File: config.mk
export PLATFORM = sky130hd
export DESIGN_NAME = tfcs_sequencer
export DESIGN_NICKNAME = d
export VERILOG_FILES = /design/src/rtl/tfcs_sequencer.v
export VERILOG_INCLUDE_DIRS = /design/src /design/src/rtl
export SDC_FILE = /design/constraint.sdc
export NUM_CORES = 1
export LEC_CHECK = 0
export ABC_CLOCK_PERIOD_IN_PS = 3100
export CORE_UTILIZATION = 35
export DETAILED_ROUTE_END_ITERATION = 8
export DONT_BUFFER_PORTS = 1
export SYNTH_ARGS = -nofsm -noshare
export SYNTH_HDL_FRONTEND = slang
export SYNTH_SLANG_ARGS = --single-unit
File: constraint.sdc
create_clock -name i_clk -period 3.1 [get_ports i_clk]
set_input_delay 0.465 -clock i_clk [delete_from_list [all_inputs] [get_ports i_clk]]
set_output_delay 0.465 -clock i_clk [all_outputs]
set_load 0.01 [all_outputs]
File: src/rtl/tfcs_defines.vh
// constants for the tape formatter command sequencer
`ifndef TFCS_DEFINES_VH
`define TFCS_DEFINES_VH
`define TFCS_ST_REST      3'h0
`define TFCS_ST_PRE       3'h1
`define TFCS_ST_PRE_LONG  3'h2
`define TFCS_ST_XFER      3'h3
`define TFCS_ST_POST      3'h4
`define TFCS_ST_HALT_FWD  3'h5
`define TFCS_ST_HALT_REV  3'h6
`define TFCS_ST_REWIND    3'h7
`define TFCS_OP_NONE      4'h0
`define TFCS_OP_READ      4'h1
`define TFCS_OP_WRITE     4'h2
`define TFCS_OP_SPACE     4'h3
`define TFCS_OP_MARK      4'h4
`define TFCS_OP_ERASE     4'h5
`define TFCS_OP_REWIND    4'h6
`define TFCS_OP_OFFLINE   4'h7
`define TFCS_OP_REW_OFL   4'h8
`define TFCS_OP_CLEAR     4'h9
`define TFCS_CNT_W        16
`define TFCS_PRE_CYC      16'h0100
`define TFCS_PRE_LONG_CYC 16'h1000
`define TFCS_POST_CYC     16'h0080
`define TFCS_HALT_CYC     16'h0200
`define TFCS_IRG_CYC      16'h0040
`endif

File: src/rtl/tfcs_sequencer.v
// command decode and state sequencing for a tape formatter
// Function
// - latch command lines on the strobe
// - rest state 0; invalid strobes ignored
// - offline, rewind-offline pass through, no busy; plain rewind too only if REWIND_BUSY_OPTION is 0
// - busy rewind/clear waits in 7 until done
// - enter predelay 1 or 2, drive motion
// - state 3: write to halt, erase, mark
// - dual-gap unit waits for gap start
// - read/space hold 3 until record gap
// - data busy in 3,4; motion 1 to 4
// - halt delay 5/6 then idle in 0
// - read/write accepted during halt delay
// - other busy states reject all but clear; state 7 still passes offline
// - delay counter runs in 1,2,4,5,6; gap count in 3
// - clear accepted while busy, resets status
// - rewind to load point, optional busy
// - offline never busy, sent while rewinding
// - read/space modes and diagnostic read
// - single or multi-record space, stop at start
// - gap erase alone or before write/mark
// - decode combined command line patterns
`timescale 1ns/10ps
`include "tfcs_defines.vh"
module tfcs_sequencer #(
  parameter REWIND_BUSY_OPTION = 1
) (
  input  wire       i_clk,
  input  wire       i_srst,
  input  wire       i_command_strobe,
  input  wire       i_backward_select,
  input  wire       i_write_record_cmd,
  input  wire       i_filemark_write_cmd,
  input  wire       i_gap_erase_cmd,
  input  wire       i_forward_skip_cmd,
  input  wire       i_read_record_cmd,
  input  wire       i_clear_cmd,
  input  wire       i_tape_return_cmd,
  input  wire       i_unit_offline_cmd,
  input  wire       i_threshold_high_mode,
  input  wire       i_threshold_low_mode,
  input  wire       i_edit_mode,
  input  wire       i_diagnostic_readback_mode,
  input  wire       i_stop_space_n,
  input  wire       i_halt,
  input  wire       i_tape_start_marker,
  input  wire       i_dual_gap_unit,
  input  wire       i_unit_rewinding,
  input  wire       i_read_activity,
  input  wire       i_mark_done,
  output reg        o_command_busy_flag,
  output reg        o_transfer_active_flag,
  output reg        o_forward_motion_request,
  output reg        o_backward_motion_request,
  output reg        o_write_enable,
  output reg        o_rewind_pulse,
  output reg        o_offline_pulse,
  output reg        o_status_clear,
  output reg        o_threshold_high,
  output reg        o_threshold_low,
  output reg        o_diag_readback,
  output reg        o_edit,
  output reg  [2:0] o_state
);
  reg  [2:0]            state_q;
  reg  [2:0]            state_d;
  reg  [3:0]            op_q;
  reg  [3:0]            op_d;
  reg                   rev_q;
  reg                   rev_d;
  reg                   gap_q;
  reg                   gap_d;
  reg  [`TFCS_CNT_W-1:0] cnt_q;
  reg  [`TFCS_CNT_W-1:0] cnt_d;
  reg                   halt_seen_q;
  reg  [3:0]            dec_op;
  reg                   dec_rev;
  reg                   dec_gap;
  reg  [`TFCS_CNT_W-1:0] limit;
  wire                  timer_done;
  wire                  accept;
  wire                  busy_state;
  wire                  halt_delay;
  wire                  rw_cmd;
  wire                  irg_seen;

  // command line decode, single lines and combined patterns
  always @* begin
    dec_op  = `TFCS_OP_NONE;
    dec_rev = 1'b0;
    dec_gap = 1'b0;
    case ({i_backward_select, i_write_record_cmd, i_filemark_write_cmd,
           i_gap_erase_cmd, i_forward_skip_cmd, i_read_record_cmd,
           i_clear_cmd, i_tape_return_cmd, i_unit_offline_cmd})
      9'h008: dec_op = `TFCS_OP_READ;
      9'h108: begin
        dec_op  = `TFCS_OP_READ;
        dec_rev = 1'b1;
      end
      9'h010: dec_op = `TFCS_OP_SPACE;
      9'h100: begin
        dec_op  = `TFCS_OP_SPACE;
        dec_rev = 1'b1;
      end
      9'h080: dec_op = `TFCS_OP_WRITE;
      9'h0a0: begin
        dec_op  = `TFCS_OP_WRITE;
        dec_gap = 1'b1;
      end
      9'h040: dec_op = `TFCS_OP_MARK;
      9'h060: begin
        dec_op  = `TFCS_OP_MARK;
        dec_gap = 1'b1;
      end
      9'h020: begin
        dec_op  = `TFCS_OP_ERASE;
        dec_gap = 1'b1;
      end
      9'h002: dec_op = `TFCS_OP_REWIND;
      9'h001: dec_op = `TFCS_OP_OFFLINE;
      9'h003: dec_op = `TFCS_OP_REW_OFL;
      9'h004: dec_op = `TFCS_OP_CLEAR;
      default: dec_op = `TFCS_OP_NONE;
    endcase
  end

  assign busy_state = o_command_busy_flag;
  assign halt_delay = (state_q == `TFCS_ST_HALT_FWD) ||
                      (state_q == `TFCS_ST_HALT_REV);
  assign rw_cmd     = (dec_op == `TFCS_OP_READ) ||
                      (dec_op == `TFCS_OP_WRITE);
  // busy rejects all but clear, except the halt-delay special exit
  assign accept = i_command_strobe && (dec_op != `TFCS_OP_NONE) &&
                  (!busy_state || dec_op == `TFCS_OP_CLEAR ||
                   (halt_delay && rw_cmd));

  always @* begin
    case (state_q)
      `TFCS_ST_PRE:      limit = `TFCS_PRE_CYC;
      `TFCS_ST_PRE_LONG: limit = `TFCS_PRE_LONG_CYC;
      `TFCS_ST_POST:     limit = `TFCS_POST_CYC;
      default:           limit = `TFCS_HALT_CYC;
    endcase
  end
  assign timer_done = (cnt_q == limit);
  // gap seen once read activity has been absent long enough
  assign irg_seen = (cnt_q == `TFCS_IRG_CYC);

  always @* begin
    state_d = state_q;
    op_d    = op_q;
    rev_d   = rev_q;
    gap_d   = gap_q;
    cnt_d   = `TFCS_CNT_W'h0;
    case (state_q)
      `TFCS_ST_PRE, `TFCS_ST_PRE_LONG: begin
        cnt_d = cnt_q + `TFCS_CNT_W'h1;
        if (timer_done) begin
          state_d = `TFCS_ST_XFER;
          cnt_d   = `TFCS_CNT_W'h0;
        end
      end
      `TFCS_ST_XFER: begin
        // counter reused as gap detector, reset by read activity
        if (!i_read_activity)
          cnt_d = irg_seen ? cnt_q : cnt_q + `TFCS_CNT_W'h1;
        case (op_q)
          `TFCS_OP_ERASE: state_d = `TFCS_ST_POST;
          `TFCS_OP_WRITE, `TFCS_OP_MARK: begin
            if (halt_seen_q && (!i_dual_gap_unit || irg_seen))
              state_d = `TFCS_ST_POST;
          end
          default: begin
            if (rev_q && i_tape_start_marker)
              state_d = `TFCS_ST_POST;
            else if (irg_seen && i_stop_space_n)
              state_d = `TFCS_ST_POST;
          end
        endcase
        if (state_d == `TFCS_ST_POST)
          cnt_d = `TFCS_CNT_W'h0;
      end
      `TFCS_ST_POST: begin
        cnt_d = cnt_q + `TFCS_CNT_W'h1;
        if (timer_done) begin
          state_d = rev_q ? `TFCS_ST_HALT_REV : `TFCS_ST_HALT_FWD;
          cnt_d   = `TFCS_CNT_W'h0;
        end
      end
      `TFCS_ST_HALT_FWD, `TFCS_ST_HALT_REV: begin
        cnt_d = cnt_q + `TFCS_CNT_W'h1;
        if (timer_done) begin
          state_d = `TFCS_ST_REST;
          op_d    = `TFCS_OP_NONE;
        end
      end
      `TFCS_ST_REWIND: begin
        if (!i_unit_rewinding) begin
          state_d = `TFCS_ST_REST;
          op_d    = `TFCS_OP_NONE;
        end
      end
      default: state_d = `TFCS_ST_REST;
    endcase
    if (accept) begin
      cnt_d = `TFCS_CNT_W'h0;
      case (dec_op)
        `TFCS_OP_OFFLINE, `TFCS_OP_REW_OFL: state_d = state_q;
        `TFCS_OP_REWIND: begin
          if (REWIND_BUSY_OPTION != 0) begin
            state_d = `TFCS_ST_REWIND;
            op_d    = dec_op;
          end
        end
        `TFCS_OP_CLEAR: begin
          state_d = `TFCS_ST_REWIND;
          op_d    = dec_op;
        end
        default: begin
          state_d = (i_tape_start_marker || dec_gap) ?
                    `TFCS_ST_PRE_LONG : `TFCS_ST_PRE;
          op_d    = dec_op;
          rev_d   = dec_rev;
          gap_d   = dec_gap;
        end
      endcase
    end
  end

  always @(posedge i_clk) begin
    if (i_srst) begin
      state_q     <= `TFCS_ST_REST;
      op_q        <= `TFCS_OP_NONE;
      rev_q       <= 1'b0;
      gap_q       <= 1'b0;
      cnt_q       <= `TFCS_CNT_W'h0;
      halt_seen_q <= 1'b0;
    end else begin
      state_q <= state_d;
      op_q    <= op_d;
      rev_q   <= rev_d;
      gap_q   <= gap_d;
      cnt_q   <= cnt_d;
      // halt ends writes; a mark is held so a dual-gap wait keeps it
      if (accept)
        halt_seen_q <= 1'b0;
      else if (state_q == `TFCS_ST_XFER &&
               (op_q == `TFCS_OP_MARK ? i_mark_done : i_halt))
        halt_seen_q <= 1'b1;
    end
  end

  // all outputs registered; state flags from next state, pulses from the strobe
  always @(posedge i_clk) begin
    if (i_srst) begin
      o_command_busy_flag       <= 1'b0;
      o_transfer_active_flag    <= 1'b0;
      o_forward_motion_request  <= 1'b0;
      o_backward_motion_request <= 1'b0;
      o_write_enable            <= 1'b0;
      o_rewind_pulse            <= 1'b0;
      o_offline_pulse           <= 1'b0;
      o_status_clear            <= 1'b0;
      o_threshold_high          <= 1'b0;
      o_threshold_low           <= 1'b0;
      o_diag_readback           <= 1'b0;
      o_edit                    <= 1'b0;
      o_state                   <= `TFCS_ST_REST;
    end else begin
      o_command_busy_flag       <= (state_d != `TFCS_ST_REST);
      o_transfer_active_flag    <= (state_d == `TFCS_ST_XFER) ||
                                   (state_d == `TFCS_ST_POST);
      o_forward_motion_request  <= !rev_d && state_d >= `TFCS_ST_PRE &&
                                   state_d <= `TFCS_ST_POST;
      o_backward_motion_request <= rev_d && state_d >= `TFCS_ST_PRE &&
                                   state_d <= `TFCS_ST_POST;
      o_write_enable            <= (op_d == `TFCS_OP_WRITE) ||
                                   (op_d == `TFCS_OP_MARK) ||
                                   (op_d == `TFCS_OP_ERASE);
      o_rewind_pulse            <= accept && (dec_op == `TFCS_OP_REWIND ||
                                   dec_op == `TFCS_OP_REW_OFL);
      // offline still reaches a unit that is busy rewinding
      o_offline_pulse           <= i_command_strobe &&
                                   (dec_op == `TFCS_OP_OFFLINE ||
                                    dec_op == `TFCS_OP_REW_OFL) &&
                                   (!busy_state ||
                                    state_q == `TFCS_ST_REWIND);
      o_status_clear            <= accept && !(dec_op == `TFCS_OP_OFFLINE ||
                                   dec_op == `TFCS_OP_REW_OFL);
      // mode lines are passed live, not latched; diag readback only on forward read
      o_threshold_high          <= i_threshold_high_mode;
      o_threshold_low           <= i_threshold_low_mode;
      o_diag_readback           <= i_diagnostic_readback_mode &&
                                   op_d == `TFCS_OP_READ && !rev_d;
      o_edit                    <= i_edit_mode;
      o_state                   <= state_d;
    end
  end
endmodule // tfcs_sequencer

# Word-level counts from Yosys, hierarchy flattened
# Cells that the tools add are included.
# op_classes
eq_ne	39
n_reduce_logical	49
bitwise_logic	0
div_mod_pow	0
mul	0
addsub	1
n_mux	31
n_shift	0
n_lt_le_gt_ge	2
# op_table
operator	count
$mux 16	4
$pmux 16 s3	1
$pmux 13 s3	1
$pmux 4 s9	1
$mux 3	9
$eq 4x3->1 const B	6
$reduce_or 2->1	11
$eq 3x3->1 const B	6
$eq 9x2->1 const B	2
$eq 9x7->1 const B	2
$eq 9x8->1 const B	2
$eq 9x9->1 const B	2
$logic_and 1x1->1	17
$add 16x1->16 const B	1
$eq 16x16->1	1
$eq 16x7->1 const B	1
$mux 4	4
$pmux 3 s5	1
$eq 4x2->1 const B	3
$logic_or 1x1->1	12
$pmux 3 s2	2
$eq 3x2->1 const B	3
$eq 9x1->1 const B	1
$eq 9x3->1 const B	1
other kinds (17)	28
# totals
out_inout_bits	15
mem_bits_rw	0
ff_bits	37
latch_bits	0
mem_count	0
rom_bits	0
word_cells	139

# Logic depth before layout (Yosys ltp)
# Gate-level depths: netlist (run 1).
# depth
ltp_word	12
mapped_depth	12
ltp_nobuf	10

# Worst setup path before layout (run 1)
# No wires, ideal clock.
# synth_path
kind	input -> register
start	input port i_backward_select
end	register o_forward_motion_request
cell_stages	8
path_slack_ns	0.375
n_path_buf	0
arrival_ns	2.646
path_cell_list	or3_4 or4_4 o221a_4 o221a_4 nor3_4 a32oi_1 a211o_1 a211oi_2
# synth_between
elab_chain_cells	12
elab_cells_between_ends	49
# synth_lines
element	line	rtl
start, declared	tfcs_sequencer.v:31	input wire i_backward_select,
branches (longest 11 deep; another with $ge 3x1->1)	--	
$logic_and 1x1->1 (no source line) *	--	
end signal, assigned	tfcs_sequencer.v:273	o_forward_motion_request <= !rev_d && state_d >= `TFCS_ST_PRE &&
end, declared	tfcs_sequencer.v:53	output reg o_forward_motion_request,
# Mark *: on every way between the ends.
# A chain may end at the register's enable or synchronous reset.

==> impl_metrics.json, run 1 <==
{
  "yosysMostFrequentCell": "nor2_1",
  "skew_ns": 0.0107,
  "die_w_um": 87.2,
  "layout_min_cycle_time_ns": 2.71,
  "insertion_delay_ns": 0.29,
  "netlist_area_um2": 2540,
  "critPathRequiredTime_ns": 3.27,
  "fin_nets": 333,
  "cts_tree": "yes",
  "clock-root-buffer": "clkbuf_8",
  "initial_core_util_pct": 36.8,
  "via_per_inst": 5.67,
  "grt_pass1_wl_um": 10400,
  "seq_area_um2": 741,
  "setup_viol": 0,
  "power.density_nw_per_um2": 604,
  "critPathSlowestCell": "dfxtp_1",
  "postCtsSetupRepairBufs": 0,
  "rsz0062_at_grt": "false",
  "p_clk_share_pct": 21.1,
  "switching_share_pct": 40.4,
  "regToRegEndpoint": "o_transfer_active_flag",
  "final_max_slew_viol_count": 0,
  "grt_usage_pct": 17.2,
  "syn_area_per_cell_um2": 8.22,
  "drt_iter0_markers": 78,
  "tns_ns": 0,
  "r2r_cells": 8,
  "antenna_cells": 0,
  "crit_fanout": 13,
  "synth_async_sr_flop_share_pct": 0,
  "yosys_warnings": 0,
  "htreeDepth": 2,
  "slowest_delay_ns": 0.69,
  "syn_inst": 309,
  "drt_wl_total_um": 6190,
  "clk_pin_slew_ns": 0.08,
  "vias": 2297,
  "ir_worst_vdd_uv": 282,
  "crit_type": "flop to flop",
  "status": "finished, final reports clean",
  "synth_common_cells": "nor2_1, dfxtp_1, nand2_1",
  "min_from": "i_srst",
  "whs_ns": 0.232,
  "cts_buffers": 5,
  "crit_path_start_kind": "flop",
  "hold_end": "o_command_busy_flag",
  "path_cells": "o21bai_1 -> a32oi_1 -> a211oi_2 -> nand2_1 -> o311a_2 -> o221a_2 -> o211ai_1 -> a21oi_1",
  "grt_max_degree": 20,
  "cts_hold_buf": 0,
  "yosys-top-cells-area": "dfxtp_1, nor2_1, xnor2_1",
  "grt_pass1_vias": 2113,
  "relSlewSlack_pct": 60.7,
  "p_switching_mw": 0.658,
  "dieArea_um2": 7600,
  "dp_hpwl_um": 4680,
  "gp_congestion": 0.841,
  "drcViolationCount": 0,
  "antenna_found_initial": 0,
  "r2r-start": "o_state[2]",
  "portBuffers": 0,
  "end_kind": "flop",
  "multiInputGateArea_um2": 1660,
  "drive_gt1_share_pct": 13.6,
  "num_rows": 30,
  "internal-power_mw": 0.972,
  "io_pins": 38,
  "leakagePower_nw": 0.848,
  "ys_ff_latch": 37,
  "tightestPinTransition_ns": 0.582,
  "cts.sinks": 37,
  "ys_seq_area_share_pct": 29.2,
  "die_h_um": 87.2,
  "clockBufferDepth": 2,
  "maxCapViolCount": 0,
  "worstPathArrival_ns": 2.88,
  "synth_top_area_share_pct": 29.2,
  "synth_edf_count": 0,
  "synthFlopType": "dfxtp_1",
  "finalHoldViolations": 0,
  "area_growth_pct": 6.21,
  "combPwrFrac_pct": 43.4,
  "core_um2": 6910,
  "cts_resized": 0,
  "fin_crit_sh_pct": 87.3,
  "gr-total-overflow": 0,
  "final_antenna_net_count": 0,
  "p_seq_share_pct": 35.5,
  "wire_per_inst_um": 15.3,
  "hp-class": "primary input to flop",
  "fillerInstances": 749,
  "synth_cell_types": 71,
  "hold_depth": 1,
  "dr.pass1.iters": 4,
  "reg2reg_setup_slack_ns": 0.39,
  "syn_nets": 334,
  "yosys.area.top_type": "dfxtp_1",
  "max_freq_mhz": 370
}
-- worst max-delay path by stage --
stage	from	endpoint	slack [ns]
after floorplan	i_backward_select	o_forward_motion_request	0.38
after global placement	i_backward_select	o_forward_motion_request	0.26
after detailed placement	i_backward_select	o_forward_motion_request	0.20
after CTS	o_state[2]	o_forward_motion_request	0.40
after global routing	o_state[2]	o_transfer_active_flag	0.17
final	o_state[2]	o_transfer_active_flag	0.39
-- power by group through the flow --
stage               Combinational (mW)  Sequential (mW)  Clock, mW
CTS                              0.704            0.580      0.354
finish                           0.708            0.578      0.344
global route                     0.786            0.588      0.374
global placement                 0.693            0.590          0
detailed placement               0.701            0.591          0
floorplan                        0.596            0.561          0
-- per-stage QoR --
step                instance area, um^2  worst slack [ns]  cells  util, %  power [mW]
floorplan                          2540             0.375    309        -        1.16
global placement                   2610             0.256    397     37.7        1.28
detailed placement                 2610             0.203    397     37.7        1.29
CTS                                2700             0.399    405     39.0        1.64
global route                       2700             0.167    405     39.0        1.75
finish                             2700             0.394    405     39.0        1.63
-- state kept, by name, indices dropped and copies added, names as in the netlist --
register / count
o_transfer_active_flag: 1
o_forward_motion_request: 1
o_edit: 1
rev_q: 1
o_rewind_pulse: 1
o_status_clear: 1
o_command_busy_flag: 1
op_q: 4
o_write_enable: 1
cnt_q: 16
o_threshold_low: 1
o_state: 3
halt_seen_q: 1
o_offline_pulse: 1
o_backward_motion_request: 1
o_threshold_high: 1
o_diag_readback: 1
-- cells by family (layout without fill, tap and decap cells) --
kind of cell	after synthesis	in the layout	share of synthesized area, %
AO/OA/AOI/OAI	76	76	23.4
XOR/XNOR	21	21	7.25
adder cells (fa/ha/maj)	4	4	1.77
buffers and inverters	25	25	5.62
flip-flops	37	37	29.2
multiplexers	3	3	1.23
AND/OR/NAND/NOR	143	143	31.6
-- placed cells by master, fill, tap and decap left out, drive strengths merged, types with 5 or more instances in the layout --
cell / netlist / final
a21oi: 9 / 9
a211o: 5 / 5
clkbuf: 9 / 5
inv: 9 / 10
xor2: 7 / 7
nand3: 18 / 18
or3: 5 / 5
nor2: 39 / 39
dfxtp: 37 / 37
a31oi: 6 / 6
nor3: 12 / 12
buf: 6 / 7
o21ai: 13 / 13
xnor2: 14 / 14
nor2b: 12 / 12
nand2: 23 / 23
nor3b: 5 / 5
o211ai: 9 / 9
-- cell type report --
class / instances / share of cell area, %
well taps: 96 / 4.45
multi-input cells: 247 / 61.4
flip-flops and latches: 37 / 27.5
clock buffers: 5 / 2.55
clock inverters: 3 / 0.789
repair buffers: 7 / 1.95
inverters: 10 / 1.39
-- per-layer routing --
metal,share of wire (%),track usage [%]
met5,0,0
met4,0.76,3.87
met3,5.9,3.79
met1,45,22.2
met2,49,29.3
-- critical path: cells and delay by family, from the launching register on --
kind,cells,cell delay [ns]
flip-flops,1,0.69
AND/OR/NAND/NOR,1,0.10
AO/OA/AOI/OAI,7,1.81
Power figures use the tool's default switching activity.
==> inputs of run 2 (changes only) <==
- CORE_UTILIZATION: 35 -> 40
- HOLD_SLACK_MARGIN: not set -> 0.08
==> run 2 against run 1 <==
Clock skew down 0.0021 ns. Hold slack better by 0.0036 ns. Sequential power shrank 3%.
==> impl_metrics.json, run 2 (synthesis results as in run 1) <==
{
  "initial_core_util_pct": 42.1,
  "cts_tree": "yes",
  "cts.sinks": 37,
  "final_max_slew_viol_count": 0,
  "wl_met2_um": 2960,
  "r2r_cells": 8,
  "tightestPinTransition_ns": 0.585,
  "p_clk_share_pct": 21.9,
  "clk_pin_slew_ns": 0.08,
  "skew_ns": 0.00857,
  "cts_hold_buf": 0,
  "area_growth_pct": 4.83,
  "final_common_cell": "nor2_1",
  "seq_area_um2": 741,
  "power.total_mw": 1.64,
  "critPathRequiredTime_ns": 3.27,
  "status": "finished, final reports clean",
  "layout_min_cycle_time_ns": 2.71,
  "timing.critical_path.buf_inv": 0,
  "dr.pass1.iters": 4,
  "die_h_um": 81.7,
  "via_per_inst": 5.98,
  "fin_nets": 331,
  "drcViolationCount": 0,
  "maxCapViolCount": 0,
  "switching_share_pct": 39.9,
  "reg_top3": "cnt_q (16), op_q (4), o_state (3)",
  "path_cells": "nor4_1 -> nand4_1 -> a211oi_2 -> nand2_1 -> o311a_2 -> o221a_2 -> o211ai_1 -> a211oi_2",
  "gr-total-overflow": 0,
  "crit_type": "flop to flop",
  "crit_path_start_kind": "flop",
  "internal-power_mw": 0.985,
  "setup_viol": 0,
  "relSlewSlack_pct": 60.5,
  "finalHoldViolations": 0,
  "antenna_cells": 0,
  "fin_crit_sh_pct": 87.3,
  "p_switching_mw": 0.654,
  "tns_ns": 0,
  "num_rows": 28,
  "crit_fanout": 7,
  "fillerInstances": 628,
  "max_freq_mhz": 369,
  "drive_gt1_share_pct": 13.0,
  "portBuffers": 0,
  "critPathMostFrequentCell": "a211oi_2",
  "grt_max_degree": 20,
  "worstPathArrival_ns": 2.87,
  "grt_pass1_vias": 2185,
  "antenna_found_initial": 0,
  "clock-root-buffer": "clkbuf_8",
  "hold_depth": 1,
  "grt_pass1_wl_um": 10500,
  "regMostFlops": "cnt_q",
  "rsz0062_at_grt": "false",
  "wl_met3_um": 336,
  "final_cell_mix": "nor2_1, dfxtp_1, nand2_1",
  "clockBufferDepth": 2,
  "ir_worst_vdd_uv": 239,
  "slowest_delay_ns": 0.45,
  "hp-class": "primary input to flop",
  "core_um2": 6030,
  "cts_buffers": 5,
  "gp_congestion": 0.886,
  "grt_usage_pct": 20.5,
  "combPwrFrac_pct": 43.8,
  "leakagePower_nw": 0.845,
  "htreeDepth": 2,
  "dr.max_layer_used": "met4",
  "cp_num_cells": 8,
  "multiInputGateArea_um2": 1660,
  "cp_top_family": "compound AO/OA/AOI/OAI gates",
  "drt_iter0_markers": 125,
  "final_antenna_net_count": 0,
  "critPathSlowestCell": "a211oi_2",
  "p_seq_share_pct": 34.4,
  "insertion_delay_ns": 0.29,
  "postCtsSetupRepairBufs": 0,
  "io_pins": 38,
  "drt_wl_total_um": 6170,
  "end_kind": "flop",
  "dp_hpwl_um": 4690,
  "cts_resized": 0,
  "met1_length_um": 2820,
  "die_w_um": 81.7,
  "power.density_nw_per_um2": 616,
  "vias": 2285,
  "dieArea_um2": 6670,
  "largest_reg_flops": 16,
  "wire_per_inst_um": 16.2
}
## run 2: layout make-up
cell class              instances  share of cell area, %
clock buffers                   6                   3.10
inverters                      10                   1.41
multi-input cells             247                   62.2
repair buffers                  5                   1.41
well taps                      75                   3.53
clock inverters                 2                  0.517
flip-flops and latches         37                   27.8
## run 2: metrics by stage
stage	utilization (%)	instance area, um^2	std cells	setup slack [ns]	hold WS [ns]
after floorplan	-	2540	309	0.375	0.468
after global placement	42.6	2560	374	0.228	0.503
after detailed placement	42.6	2560	374	0.179	0.506
after CTS	44.2	2660	382	0.370	0.225
after global routing	44.2	2660	382	0.168	0.216
final	44.2	2660	382	0.393	0.236
## run 2: worst reg2reg max path, stage by stage, from the launching register on
cell	delay [ns]
dfxtp_1	0.34
nor4_1	0.37
nand4_1	0.21
a211oi_2	0.45
nand2_1	0.11
o311a_2	0.37
o221a_2	0.28
o211ai_1	0.33
a211oi_2	0.12
## run 2: path summary, 6_finish.rpt
kind	slack, ns	start	to
worst min register to register	0.52	halt_seen_q	halt_seen_q
worst max-delay path	0.39	cnt_q[13]	o_forward_motion_request
worst max register to register	0.39	cnt_q[13]	o_forward_motion_request
worst min-delay path	0.24	i_srst	o_command_busy_flag
## run 2: metal layers
| layer | GRT usage [%] | vias up |
|---|---|---|
| li1 | - | 1131 |
| met4 | 5.61 | 0 |
| met2 | 33.4 | 61 |
| met5 | 0 | - |
| met3 | 5.33 | 7 |
| met1 | 26.6 | 1086 |
## run 2: power by group through the flow
stage | logic [mW] | registers (mW) | clock network (mW)
3_5_place_dp | 0.706 | 0.575 | 0
2_1_floorplan | 0.596 | 0.561 | 0
4_1_cts | 0.711 | 0.563 | 0.374
6_report | 0.717 | 0.563 | 0.358
3_3_place_gp | 0.696 | 0.574 | 0
5_1_grt | 0.795 | 0.570 | 0.392
